`config.mk`:
```
export PLATFORM = sky130hd
export DESIGN_NAME = strap_option_latch
export DESIGN_NICKNAME = d
export VERILOG_FILES = /design/src/strap_pkg.sv /design/src/strap_pin_cell.sv /design/src/strap_option_latch.sv
export VERILOG_INCLUDE_DIRS = /design/src
export SDC_FILE = /design/constraint.sdc
export NUM_CORES = 1
export LEC_CHECK = 0
export ABC_AREA = 1
export BUFFER_PORTS_ARGS = -buffer_cell sky130_fd_sc_hd__buf_2
export CAP_MARGIN = 20
export CORE_MARGIN = 2
export CORE_UTILIZATION = 48
export DETAILED_ROUTE_END_ITERATION = 7
export PLACE_DENSITY = 0.82
export SYNTH_ARGS = -nofsm -noshare
export SYNTH_HDL_FRONTEND = slang
export SYNTH_HIERARCHICAL = 1
export SYNTH_SLANG_ARGS = --single-unit
```
`constraint.sdc`:
```
create_clock -name hclk -period 1.6 [get_ports hclk]
set_clock_uncertainty 0.15 [all_clocks]
set_input_delay 0.32 -clock hclk [delete_from_list [all_inputs] [get_ports hclk]]
set_output_delay 0.32 -clock hclk [all_outputs]
set_load 0.005 [all_outputs]
```
`src/strap_cfg.svh`:
```
// Constants for the strap option latch: offsets, reset values, fields, timing
`ifndef STRAP_CFG_SVH
`define STRAP_CFG_SVH

// Register byte offsets on the AHB-Lite slave
`define OFS_ADDR   12'h000
`define OFS_MODE   12'h004
`define OFS_ADV    12'h008
`define OFS_STRAP  12'h00c
`define OFS_IND    12'h010

// Strap pin indices on the shared pad vector
`define PIN_ADDR_MSB 4
`define PIN_CAP_LO   5
`define PIN_CAP_HI   6
`define PIN_AUTONEG_ENABLE_STRAP    7
`define NUM_PINS     8

// Internal pull levels: address bit 0 up, bits 4..1 down, capability and autoneg straps up
`define STRAP_PULL   8'he1

// Reset values, matching an unstrapped board
`define ADDR_RST     5'h01
`define AUTONEG_ENABLE_STRAP_RST    1'b1
`define CAP_RST      2'h3
`define IND_RST      8'h00
`define SPD_RST      1'b1
`define FDX_RST      1'b1
`define ISO_RST      1'b0
`define ADV_RST      4'hf

// Strapped address that selects isolation
`define ISO_ADDR     5'h00

// Advertisement codes, bits {100F,100H,10F,10H}
`define ADV_NONE     4'h0
`define ADV_10_HF    4'h3
`define ADV_100_HF   4'hc
`define ADV_HALF     4'h5
`define ADV_ALL      4'hf

// MODE register fields
`define MODE_AN      0
`define MODE_SPD     1
`define MODE_FDX     2
`define MODE_ISO     3

// STRAP register fields
`define STR_AN       5
`define STR_CAP_LSB  6
`define STR_DONE     8

// Capability select codes
`define CAP_10H      2'h0
`define CAP_10F      2'h1
`define CAP_100H     2'h2
`define CAP_100F     2'h3

// Settle count; the sequencer spends this many cycles plus one after reset release before the straps are latched
`define STRAP_SETTLE_CYC 4'h4

`endif

```
`src/strap_pkg.sv`:
```
// Types shared by the strap option latch
package strap_pkg;

  // Configuration captured from the strap pins
  typedef struct packed {
    logic       autoneg_en;
    logic [1:0] cap_sel;
    logic [4:0] mgmt_addr;
  } strap_cfg_s;

  // Operating mode derived from the straps, software may adjust it
  typedef struct packed {
    logic isolate;
    logic full_duplex;
    logic speed100;
    logic autoneg_en;
  } op_mode_s;

  // Sequencer from reset release to normal pin use
  typedef enum logic [2:0] {
    ST_SETTLE = 3'b001,
    ST_LATCH  = 3'b010,
    ST_RUN    = 3'b100
  } strap_state_e;

endpackage

```
`src/strap_pin_cell.sv`:
```
// One dual-purpose pad: strap input synchroniser and functional output driver
`timescale 1ns/100ps

module strap_pin_cell #(
  parameter logic PULL_LEVEL = 1'b0
) (
  // Clock and reset
  input  wire logic hclk,
  input  wire logic hresetn,
  // Pad side
  input  wire logic pad_in,
  output logic      pad_out,
  output logic      pad_oe_n,
  // Core side
  input  wire logic drive_en,
  input  wire logic drive_val,
  output logic      level
);

  logic sync1_ff;
  logic sync2_ff;
  logic out_ff;
  logic oe_n_ff;

  // Two-stage synchroniser, idles at the pull level while in reset
  always_ff @(posedge hclk or negedge hresetn) begin
    if (!hresetn) begin
      sync1_ff <= PULL_LEVEL;
      sync2_ff <= PULL_LEVEL;
    end else begin
      sync1_ff <= pad_in;
      sync2_ff <= sync1_ff;
    end
  end

  // Output driver stays released until the core hands the pin over
  always_ff @(posedge hclk or negedge hresetn) begin
    if (!hresetn) begin
      out_ff  <= 1'b0;
      oe_n_ff <= 1'b1;
    end else begin
      out_ff  <= drive_val;
      oe_n_ff <= ~drive_en;
    end
  end

  assign level    = sync2_ff;
  assign pad_out  = out_ff;
  assign pad_oe_n = oe_n_ff;

endmodule

```
`src/strap_option_latch.sv`:
```
// Strap option latch with AHB-Lite register access
//
// Function
// - Sample strap pins around reset and configure the device from them.
// - Capture five-bit management address from five straps into address register.
// - Any strapped address zero through thirty-one is accepted as valid.
// - Strapped address zero puts the interface into isolate mode.
// - Software writing address zero never sets isolate mode.
// - Unstrapped address bit 0 reads as one through its pull-up.
// - Unstrapped address bits 4..1 read as zero; default address is one.
// - Autoneg strap high advertises the code for the capability straps (10F strap gives 100F and 100H); low forces the selected mode.
// - Pins become outputs only after reset release; captured values are kept.
// - Every reset assertion resamples straps and reinitialises all registers.
//
// Added by the designer: the placing of the registers and the AHB-Lite slave port.
`timescale 1ns/100ps

`include "strap_cfg.svh"

module strap_option_latch
  import strap_pkg::*;
#(
  parameter int NUM_PINS   = `NUM_PINS,
  parameter int SETTLE_CYC = `STRAP_SETTLE_CYC
) (
  // Clock and reset
  input  wire logic                hclk,
  input  wire logic                hresetn,
  // AHB-Lite slave
  input  wire logic                hsel,
  input  wire logic [31:0]         haddr,
  input  wire logic [1:0]          htrans,
  input  wire logic                hwrite,
  input  wire logic [2:0]          hsize,
  input  wire logic [31:0]         hwdata,
  input  wire logic                hready,
  output logic                     hreadyout,
  output logic                     hresp,
  output logic [31:0]              hrdata,
  // Shared strap and functional pads
  input  wire logic [NUM_PINS-1:0] pad_in,
  output logic [NUM_PINS-1:0]      pad_out,
  output logic [NUM_PINS-1:0]      pad_oe_n,
  // Configuration to the rest of the device
  output strap_cfg_s               strap_cfg,
  output op_mode_s                 op_mode,
  output logic [4:0]               mgmt_addr,
  output logic [3:0]               adv_cap,
  output logic                     strap_done
);

  // Sequencer and captured state
  strap_state_e state_ff;
  strap_state_e nxt_state;
  logic [3:0]   settle_ff;
  strap_cfg_s   strap_ff;
  logic [4:0]   addr_ff;
  op_mode_s     mode_ff;
  logic [3:0]   adv_ff;
  logic [7:0]   ind_ff;
  logic [31:0]  rdata_ff;
  logic         wr_pend_ff;
  logic [11:0]  wr_ofs_ff;

  // Synchronised pad levels and decoded strap view
  logic [NUM_PINS-1:0] level;
  strap_cfg_s          strap_now;
  op_mode_s            strap_mode;
  logic [3:0]          strap_adv;
  logic                addr_phase;
  logic [31:0]         rd_mux;
  logic [7:0]          drive_val;

  // Write strobes decoded in the data phase
  logic                wr_addr;
  logic                wr_mode;
  logic                wr_ind;

  // Internal pull level of every pad, seen by its synchroniser in reset
  localparam logic [NUM_PINS-1:0] PULL_VEC = `STRAP_PULL;

  // One cell per shared pad; outputs enabled only in normal running
  genvar gi;
  generate
    for (gi = 0; gi < NUM_PINS; gi = gi + 1) begin : g_pin
      strap_pin_cell #(
        .PULL_LEVEL (PULL_VEC[gi])
      ) u_cell (
        .hclk      (hclk),
        .hresetn   (hresetn),
        .pad_in    (pad_in[gi]),
        .pad_out   (pad_out[gi]),
        .pad_oe_n  (pad_oe_n[gi]),
        .drive_en  (state_ff == ST_RUN),
        .drive_val (drive_val[gi]),
        .level     (level[gi])
      );
    end
  endgenerate

  // Functional levels driven on the pads once running
  assign drive_val = ind_ff;

  // Strap fields as seen on the synchronised pads
  always_comb begin
    strap_now.mgmt_addr  = level[`PIN_ADDR_MSB:0];
    strap_now.cap_sel    = {level[`PIN_CAP_HI], level[`PIN_CAP_LO]};
    strap_now.autoneg_en = level[`PIN_AUTONEG_ENABLE_STRAP];
  end

  // Decode the capability straps into forced mode and advertisement
  always_comb begin
    strap_mode.autoneg_en  = strap_now.autoneg_en;
    strap_mode.isolate     = (strap_now.mgmt_addr == `ISO_ADDR);
    strap_mode.speed100    = 1'b0;
    strap_mode.full_duplex = 1'b0;
    strap_adv              = `ADV_NONE;
    case (strap_now.cap_sel)
      `CAP_10H: begin
        strap_adv = `ADV_10_HF;
      end
      `CAP_10F: begin
        strap_mode.full_duplex = 1'b1;
        strap_adv              = `ADV_100_HF;
      end
      `CAP_100H: begin
        strap_mode.speed100 = 1'b1;
        strap_adv           = `ADV_HALF;
      end
      default: begin
        strap_mode.speed100    = 1'b1;
        strap_mode.full_duplex = 1'b1;
        strap_adv              = `ADV_ALL;
      end
    endcase
    if (!strap_now.autoneg_en) begin
      strap_adv = `ADV_NONE;
    end
  end

  // Next state of the reset-release sequencer
  always_comb begin
    nxt_state = state_ff;
    case (state_ff)
      ST_SETTLE: begin
        if (settle_ff == SETTLE_CYC[3:0]) begin
          nxt_state = ST_LATCH;
        end
      end
      ST_LATCH: begin
        nxt_state = ST_RUN;
      end
      ST_RUN: begin
        nxt_state = ST_RUN;
      end
      default: begin
        nxt_state = ST_SETTLE;
      end
    endcase
  end

  // Sequencer restarts on every reset so straps are resampled
  always_ff @(posedge hclk or negedge hresetn) begin
    if (!hresetn) begin
      state_ff <= ST_SETTLE;
    end else begin
      state_ff <= nxt_state;
    end
  end

  // Settle counter lets the synchronisers fill with pad levels
  always_ff @(posedge hclk or negedge hresetn) begin
    if (!hresetn) begin
      settle_ff <= 4'h0;
    end else if (state_ff == ST_SETTLE) begin
      settle_ff <= settle_ff + 4'h1;
    end
  end

  // Captured strap snapshot, taken once and then held
  always_ff @(posedge hclk or negedge hresetn) begin
    if (!hresetn) begin
      strap_ff.mgmt_addr  <= `ADDR_RST;
      strap_ff.cap_sel    <= `CAP_RST;
      strap_ff.autoneg_en <= `AUTONEG_ENABLE_STRAP_RST;
    end else if (state_ff == ST_LATCH) begin
      strap_ff <= strap_now;
    end
  end

  // AHB-Lite address phase qualifier
  assign addr_phase = hsel & htrans[1] & hready;

  // Write is held over to the data phase when hwdata is valid
  always_ff @(posedge hclk or negedge hresetn) begin
    if (!hresetn) begin
      wr_pend_ff <= 1'b0;
      wr_ofs_ff  <= 12'h000;
    end else begin
      wr_pend_ff <= addr_phase & hwrite;
      if (addr_phase) begin
        wr_ofs_ff <= haddr[11:0];
      end
    end
  end

  // Data-phase write strobes, one per writable register
  assign wr_addr = wr_pend_ff & (wr_ofs_ff == `OFS_ADDR);
  assign wr_mode = wr_pend_ff & (wr_ofs_ff == `OFS_MODE);
  assign wr_ind  = wr_pend_ff & (wr_ofs_ff == `OFS_IND);

  // Management address register: strap load, then software may rewrite
  always_ff @(posedge hclk or negedge hresetn) begin
    if (!hresetn) begin
      addr_ff <= `ADDR_RST;
    end else if (state_ff == ST_LATCH) begin
      addr_ff <= strap_now.mgmt_addr;
    end else if (wr_addr) begin
      addr_ff <= hwdata[4:0];
    end
  end

  // Operating mode: loaded from straps, isolate can only be cleared by software
  always_ff @(posedge hclk or negedge hresetn) begin
    if (!hresetn) begin
      mode_ff.autoneg_en  <= `AUTONEG_ENABLE_STRAP_RST;
      mode_ff.speed100    <= `SPD_RST;
      mode_ff.full_duplex <= `FDX_RST;
      mode_ff.isolate     <= `ISO_RST;
    end else if (state_ff == ST_LATCH) begin
      mode_ff <= strap_mode;
    end else if (wr_mode) begin
      mode_ff.autoneg_en  <= hwdata[`MODE_AN];
      mode_ff.speed100    <= hwdata[`MODE_SPD];
      mode_ff.full_duplex <= hwdata[`MODE_FDX];
      mode_ff.isolate     <= mode_ff.isolate & hwdata[`MODE_ISO];
    end
  end

  // Advertised capability, loaded once from the straps
  always_ff @(posedge hclk or negedge hresetn) begin
    if (!hresetn) begin
      adv_ff <= `ADV_RST;
    end else if (state_ff == ST_LATCH) begin
      adv_ff <= strap_adv;
    end
  end

  // Functional output levels for the shared pads
  always_ff @(posedge hclk or negedge hresetn) begin
    if (!hresetn) begin
      ind_ff <= `IND_RST;
    end else if (wr_ind) begin
      ind_ff <= hwdata[7:0];
    end
  end

  // Read multiplexer, unmapped offsets read as zero
  always_comb begin
    rd_mux = 32'h0000_0000;
    if (haddr[11:0] == `OFS_ADDR) begin
      rd_mux[4:0] = addr_ff;
    end else if (haddr[11:0] == `OFS_MODE) begin
      rd_mux[`MODE_AN]  = mode_ff.autoneg_en;
      rd_mux[`MODE_SPD] = mode_ff.speed100;
      rd_mux[`MODE_FDX] = mode_ff.full_duplex;
      rd_mux[`MODE_ISO] = mode_ff.isolate;
    end else if (haddr[11:0] == `OFS_ADV) begin
      rd_mux[3:0] = adv_ff;
    end else if (haddr[11:0] == `OFS_STRAP) begin
      rd_mux[4:0]                       = strap_ff.mgmt_addr;
      rd_mux[`STR_AN]                   = strap_ff.autoneg_en;
      rd_mux[`STR_CAP_LSB+1:`STR_CAP_LSB] = strap_ff.cap_sel;
      rd_mux[`STR_DONE]                 = (state_ff == ST_RUN);
    end else begin
      rd_mux = 32'h0000_0000;
    end
  end

  // Read data registered at the address phase, valid in the data phase
  always_ff @(posedge hclk or negedge hresetn) begin
    if (!hresetn) begin
      rdata_ff <= 32'h0000_0000;
    end else if (addr_phase && !hwrite) begin
      rdata_ff <= rd_mux;
    end
  end

  // A read straight after a write waits one cycle, so that its data,
  // taken in the address phase, already shows the written value
  assign hreadyout = ~(wr_pend_ff & hsel & htrans[1] & ~hwrite);
  // Response is always OKAY
  assign hresp     = 1'b0;
  assign hrdata    = rdata_ff;

  // Configuration outputs
  assign strap_cfg  = strap_ff;
  assign op_mode    = mode_ff;
  assign mgmt_addr  = addr_ff;
  assign adv_cap    = adv_ff;
  assign strap_done = (state_ff == ST_RUN);

endmodule

```
---- Word-level counts from Yosys, hierarchy flattened ----
Cells that the tools add are included.
cells by class
  add/sub/neg operators ................... 1
  equality and inequality tests ........... 12
  mux-type cells .......................... 17
  bitwise operators ....................... 13
  reductions and logical operators ........ 11
operator list
  kind                 count
  $mux 28              1
  $mux 27              1
  $eq 12x3->1 const B  2
  $eq 12x4->1 const B  2
  $logic_not 12->1     2
  $mux 4               5
  $mux 5               4
  $eq 12x5->1 const B  1
  $pmux 4 s3           1
  $and 1x1->1          10
  $mux 9               1
  $pmux 3 s2           1
  $reduce_or 2->1      3
  $logic_not 5->1      1
  $add 4x1->4 const B  1
  $eq 4x3->1 const B   1
  $reduce_bool 2->1    2
  $eq 3x1->1 const B   1
  $eq 3x2->1 const B   1
  $eq 3x3->1 const B   1
  $mux 3               1
  $not 1->1            3
  $eq 2x1->1 const B   1
  $eq 2x2->1 const B   1
  5 further kinds      6
word-level totals
  register bits ........................... 106
  bits of input ports ..................... 82
  word-level logic and storage cells ...... 94

---- Longest topological paths before layout ----
Gate-level depths: netlist of run 1.
  word-level depth ........................ 5
  depth in mapped cells ................... 8
  mapped depth without buffers ............ 8

---- By module ----
The synthesis of run 1 kept the hierarchy.
modules (own cells, without submodules)
  module                                 instances  cells an instance  area an instance (um^2)
  strap_option_latch                     1          344                2,952.8
  strap_pin_cell at g_pin[0].u_cell ...  4          5                  107.6
  strap_pin_cell at g_pin[1].u_cell ...  4          5                  105.1

---- Worst setup path before layout of run 1 ----
OpenSTA, ideal clock, no wires.
  path type ............................... flip-flop to flip-flop
  start point ............................. reg wr_ofs_ff[1]
  end point ............................... reg ind_ff[6], in the netlist drive_val[6]
  arrival ................................. 1,231 ps
  data required time ...................... 1,333 ps
  path slack .............................. 103 ps
  stages on the path, launching flop included .. 7
  buffers on the path ..................... 1
  clock period less this slack ............ 1,497 ps
  path through ............................ dfrtp_1 > or2_4 > nor3_4 > nand3_4 > buf_6 > nand2_2 > o21ai_2
between the ends
  cells in the longest elaborated chain, start to end .. 2
RTL lines
  item                          RTL line                   RTL
  start, declared               strap_option_latch.sv:63   logic [11:0] wr_ofs_ff;
  start signal, assigned        strap_option_latch.sv:202  wr_ofs_ff <= haddr[11:0];
  $eq 12x5->1 (no source line)  n/a
  $and 1x1->1                   strap_option_latch.sv:210  assign wr_ind = wr_pend_ff & (wr_ofs_ff == `OFS_IND);
  end signal, assigned          strap_option_latch.sv:252  ind_ff <= `IND_RST;
  end signal, assigned          strap_option_latch.sv:254  ind_ff <= hwdata[7:0];
  end, declared                 strap_option_latch.sv:60   logic [7:0] ind_ff;
No other way between the ends.
A chain may end at the register's enable or synchronous reset.

---- Worst setup path in the final report of run 1 ----
  start point ............................. reg state_ff[0]
  end point ............................... out strap_done
between the ends
  cells in the longest elaborated chain, start to end .. 1
RTL lines
  item                    RTL line                   RTL
  start, declared         strap_option_latch.sv:53   strap_state_e state_ff;
  start signal, assigned  strap_option_latch.sv:167  state_ff <= nxt_state;
  $eq 3x3->1              strap_option_latch.sv:301  assign strap_done = (state_ff == ST_RUN);
  end, declared           strap_option_latch.sv:49   output logic strap_done
No other way between the ends.

==> results of run 1 <==
-- flip-flops by register name (all words and copies together), names as in the netlist --
name and count:
mgmt_addr 5, drive_val 8, hrdata 9, wr_ofs_ff 12, state_ff 3, g_pin.u_cell/pad_oe_n 8
op_mode 4, strap_cfg 8, settle_ff 4, g_pin.u_cell/level 8, wr_pend_ff 1, g_pin.u_cell/pad_out 8
adv_cap 4, g_pin.u_cell/sync1_ff 8
-- area by class of cell --
| type | instances | area share, % |
|---|---|---|
| clock buffers | 12 | 3.22 |
| well taps | 102 | 2.65 |
| multi-input cells | 242 | 26.8 |
| clock inverters | 4 | 2.02 |
| inverters | 43 | 3.37 |
| flip-flops and latches | 90 | 47.5 |
| repair buffers | 111 | 14.5 |
-- routing by layer --
metal	share of wire [%]	up-vias	global-route usage (%)
met5	0	-	0
met4	1.9	0	7.11
met3	6.5	17	7.25
met2	50	99	33.7
met1	41	1407	26.2
li1	-	1407	-
-- power by group --
part / internal [mW] / total (mW) / leakage (nW) / switching (mW)
Sequential: 2.42 / 2.51 / 0.999 / 0.0895
Clock: 1.12 / 1.88 / 0.123 / 0.759
Combinational: 0.185 / 0.441 / 1.34 / 0.256
-- cells by family (layout without fill, tap and decap cells) --
group	after synthesis	in the layout	share of synthesized area [%]
AND/OR/NAND/NOR	163	164	19.5
flip-flops	90	90	60.2
buffers and inverters	76	170	10.3
AO/OA/AOI/OAI	45	45	7.27
adder cells (fa/ha/maj)	6	6	1.97
XOR/XNOR	3	3	0.691
other	1	24	0.0986
-- timing repair --
| action | CTS | global route |
|---|---|---|
| pin swaps | 2 | 2 |
| endpoints found under the setup margin | 14 | 19 |
| buffers inserted | 5 | 2 |
| hold buffers | 9 | 0 |
| cloned | 1 | 0 |
| endpoints found under the hold margin | 78 | 0 |
| gates resized for setup | 6 | 14 |
-- worst max-delay path, cell delays in order (launching register included) --
cell and delay (ns):
dfstp_2 0.55, inv_2 0.05, nand3_4 0.07, inv_2 0.04, buf_2 0.12
-- cells in the final DEF (no fill, tap or decap), types with 16 or more instances in the layout --
master   instances
nand2_1         89
buf_2           80
dfstp_2         29
buf_4           18
conb_1          24
nand3_1         25
inv_1           29
dfrtp_1         60
o21ai_1         16
-- stage by stage --
stage	utilization [%]	area, sq um	std cells	setup TNS [ns]	power (mW)
after floorplan	-	3890	407	0	2.76
after global placement	56.3	4330	571	0	2.93
after detailed placement	56.3	4330	571	-0.0460	2.95
after CTS	61.7	4750	602	-0.0591	4.86
after global routing	62.7	4820	604	-0.737	5.04
final	62.7	4820	604	-0.0609	4.84
-- path summary, 6_finish.rpt --
check,start,to,cells past startpoint
setup / recovery,state_ff[0],strap_done,4
hold / removal,haddr[9],wr_ofs_ff[9],3
setup reg to reg,wr_ofs_ff[1],drive_val[7],6
hold reg to reg,g_pin[2].u_cell/sync1_ff,g_pin[2].u_cell/level,0
max in group asynchronous,hresetn,mgmt_addr[0],3
min in group asynchronous,hresetn,hrdata[5],2
==> reports/qor.csv, run 1 <==
metric,value,unit
status,finished with violations,
violations,negative setup slack,
clk_pin_slew_worst_paths,0.09,ns
required,1.13,ns
reg2reg_setup_slack,0,ns
cts.sinks,90,
synth_common_cells,"nand2_1 (96), dfrtp_1 (61), inv_1 (30)",
netlist_instances,384,
critPathArrivalTime,1.19,ns
rsz0062_at_grt,yes,
cts_tree,yes,
p_per_area,1000,nW/um^2
critPathKind,reg2out,
core-area,7690,sq um
ys_ff_latch,90,
fillerInstances,637,
htree_levels,3,
synthDominantCellAreaShare,40.1,%
hold_violations,0,
io_buffers,81,
synthTopCellsByArea,"dfrtp_1 (40%), dfstp_2 (20%), nand2_1 (9.5%)",
multi_input_area,1290,sq um
yosysTopAreaCell,dfrtp_1,
grt_usage,20.8,%
grt_max_degree,53,
maxCapViolCount,0,
seq_area_frac_synth,60.2,%
period_needed,1.66,ns
end_kind,primary output,
whs,0.0286,ns
syn_to_final_growth,26.7,%
ys_types,32,
synth_edf_count,0,
grt_pass1_wl,13800,microns
hpwl,6060,microns
grt_pass1_vias,2949,
wl_per_cell,13.9,microns
finalMaxSlewViolations,0,
root_buffer,clkbuf_8,
yosysWarnings,6,
async_reset_ff_share,100,%
place_congestion,0.828,
ys.flop_type,dfrtp_1,
post-route-period-util,104,%
clk_latency,0.36,ns
drt_iter0_drc,182,
max_freq,0.604,GHz
overflow,0,
totalWireLength,8390,microns
dieArea,8650,sq um
syn_area,3800,sq um
die-width,93.0,microns
path_max_fanout,2,
antenna_found_initial,0,
finalSetupViolations,3,
vias,2930,
cts_buffer_depth,2,
vdd_ir_drop_max,587,uV
seq_area,2290,sq um
setup_slack,-0.0566,ns
pin_count,154,
p_leak,2.46,nW
drt-pass1-iter-count,4,
synth.avg_cell_area,9.91,sq um
rows,32,
synth.most_common_cell,nand2_1,
hold_class,in2reg,
start_kind,flop,
final_nets,585,
antenna_cells,0,
die-height,93.0,microns
drive_gt1_share,38.4,%
drc_errors,0,
ant_nets,0,
via_per_inst,4.85,
start_util,49.5,%
numCtsBuffers,9,
pre_cts_ws,-0.0185,ns
No activity file was read; power rests on OpenSTA's default activity.
==> run 2: changes to the inputs <==
--- a/config.mk
+++ b/config.mk
@@ -13,6 +13,7 @@
 export CORE_UTILIZATION = 48
 export DETAILED_ROUTE_END_ITERATION = 7
 export PLACE_DENSITY = 0.82
+export SETUP_SLACK_MARGIN = 0.2
 export SYNTH_ARGS = -nofsm -noshare
 export SYNTH_HDL_FRONTEND = slang
 export SYNTH_HIERARCHICAL = 1
==> reports/qor.csv, run 2 (same netlist as run 1, synthesis figures left out) <==
metric,value,unit
status,finished with violations,
violations,negative setup slack,
mostFrequentLayoutCells,"buf_2 (72), nand2_1 (70), dfrtp_1 (60)",
dpl_cell_area,4350,sq um
antenna_cells,0,
grt_pass1_wl,14200,microns
syn_to_final_growth,40.4,%
rows,32,
place_congestion,0.862,
slowest_delay,0.41,ns
timing.rr.start,wr_ofs_ff[10],
layout_commonest_cell,buf_2,
maxCapViolCount,0,
via_per_inst,5.08,
path_max_fanout,8,
grt_max_degree,28,
hold_violations,0,
grt_usage,21.3,%
grt_pass1_vias,3039,
multi_input_area,1440,sq um
cts_tree,yes,
drc_errors,0,
critPathKind,reg2reg,
vdd_ir_drop_max,620,uV
wl_per_cell,16.1,microns
totalWireLength,10300,microns
endpoint,drive_val[2],
pre_cts_ws,-0.0218,ns
drt_iter0_drc,247,
reg2reg_setup_slack,-0.08,ns
htree_levels,3,
cts.sinks,90,
core-area,7690,sq um
period_needed,1.68,ns
total_power,4.60,mW
clk_latency,0.36,ns
final_area,5340,sq um
rsz0062_at_grt,yes,
antenna_found_initial,0,
whs,0.0265,ns
hold_class,in2reg,
start_kind,flop,
clk_pin_slew_worst_paths,0.10,ns
p_per_area,861,nW/um^2
stdcell_count,642,
fin_setup_tns,-0.954,ns
fin_util,69.5,%
cp_slowest_cell,dfrtp_1,
root_buffer,clkbuf_8,
vias,3261,
start_util,49.5,%
p_leak,2.68,nW
die-height,93.0,microns
finalMaxSlewViolations,0,
hpwl,5980,microns
max_freq,0.594,GHz
ant_nets,0,
final_nets,623,
fillerInstances,540,
worstRegToRegCells,7,
numCtsBuffers,9,
post-route-period-util,105,%
drive_gt1_share,49.1,%
r2r_end,drive_val[2],
finalSetupViolations,21,
io_buffers,81,
largest_reg_flops,12,
die-width,93.0,microns
crit_chain,"nor2_2, nand2_2, nor3_4, buf_6, nand3_4, nand2_2, o21ai_2",
top_register,wr_ofs_ff,
cpMostUsedCell,nand2_2,
drt-pass1-iter-count,5,
end_kind,flop,
critPathArrivalTime,1.78,ns
cts_buffer_depth,2,
setup_slack,-0.0825,ns
place_inst,572,
overflow,0,
seq_area,2290,sq um
startpoint,wr_ofs_ff[10],
pin_count,154,
dieArea,8650,sq um
required,1.70,ns
-- run 2: changes by cell type in the layout (fill, tap and decap cells not counted), sizes merged --
cell      delta
buf         +36
bufinv       -3
inv          +3
clkbuf       -2
clkinv       +2
clkinvlp     +2
-- run 2: cell type report --
cell class / instances / share of cell area, %
Clock buffer: 9 / 2.32
Inverter: 43 / 3.28
Timing Repair inverter: 1 / 0.141
Sequential cell: 90 / 42.9
Multi-Input combinational cell: 242 / 27.0
Timing Repair Buffer: 148 / 20.7
Tap cell: 102 / 2.39
Clock inverter: 7 / 1.29
-- run 2: timing repair --
action / 4_1_cts / 5_1_grt
hold buffers: 9 / 0
gates cloned: 2 / 2
setup buffers: 25 / 16
endpoints found under the hold margin: 73 / 0
pin swaps: 11 / 25
endpoints found under the setup margin: 53 / 65
resized for setup: 29 / 59
-- run 2: per-layer routing --
metal	track usage (%)	share of wire, %	vias up
met1	27.2	38	1574
met3	5.72	6.9	44
met5	0	0	-
met4	8.21	3.8	0
met2	34.8	51	157
li1	-	-	1486
-- run 2: critical path: cells and delay by family, from the launching register on --
family | cells | cell delay, ns
flops | 1 | 0.41
buf+inv | 1 | 0.15
simple gates | 5 | 0.81
compound gates | 1 | 0.05
-- run 2: worst min-delay path by stage --
stage                   from            to  slack, ns  depth (start not counted)
floorplan            hresetn  drive_val[0]      -0.13                          0
global placement     hresetn   state_ff[2]       0.07                          1
detailed placement   hresetn  settle_ff[1]       0.08                          1
CTS                 haddr[9]  wr_ofs_ff[9]       0.02                          3
global route        haddr[9]  wr_ofs_ff[9]       0.02                          3
finish              haddr[9]  wr_ofs_ff[9]       0.03                          3
-- run 2: where the power goes --
part | internal, mW | leakage (nW) | switching (mW) | total, mW
Combinational | 0.264 | 1.59 | 0.319 | 0.582
Clock | 0.605 | 0.0915 | 0.903 | 1.51
Sequential | 2.42 | 0.999 | 0.0853 | 2.51
Total | 3.29 | 2.68 | 1.31 | 4.60
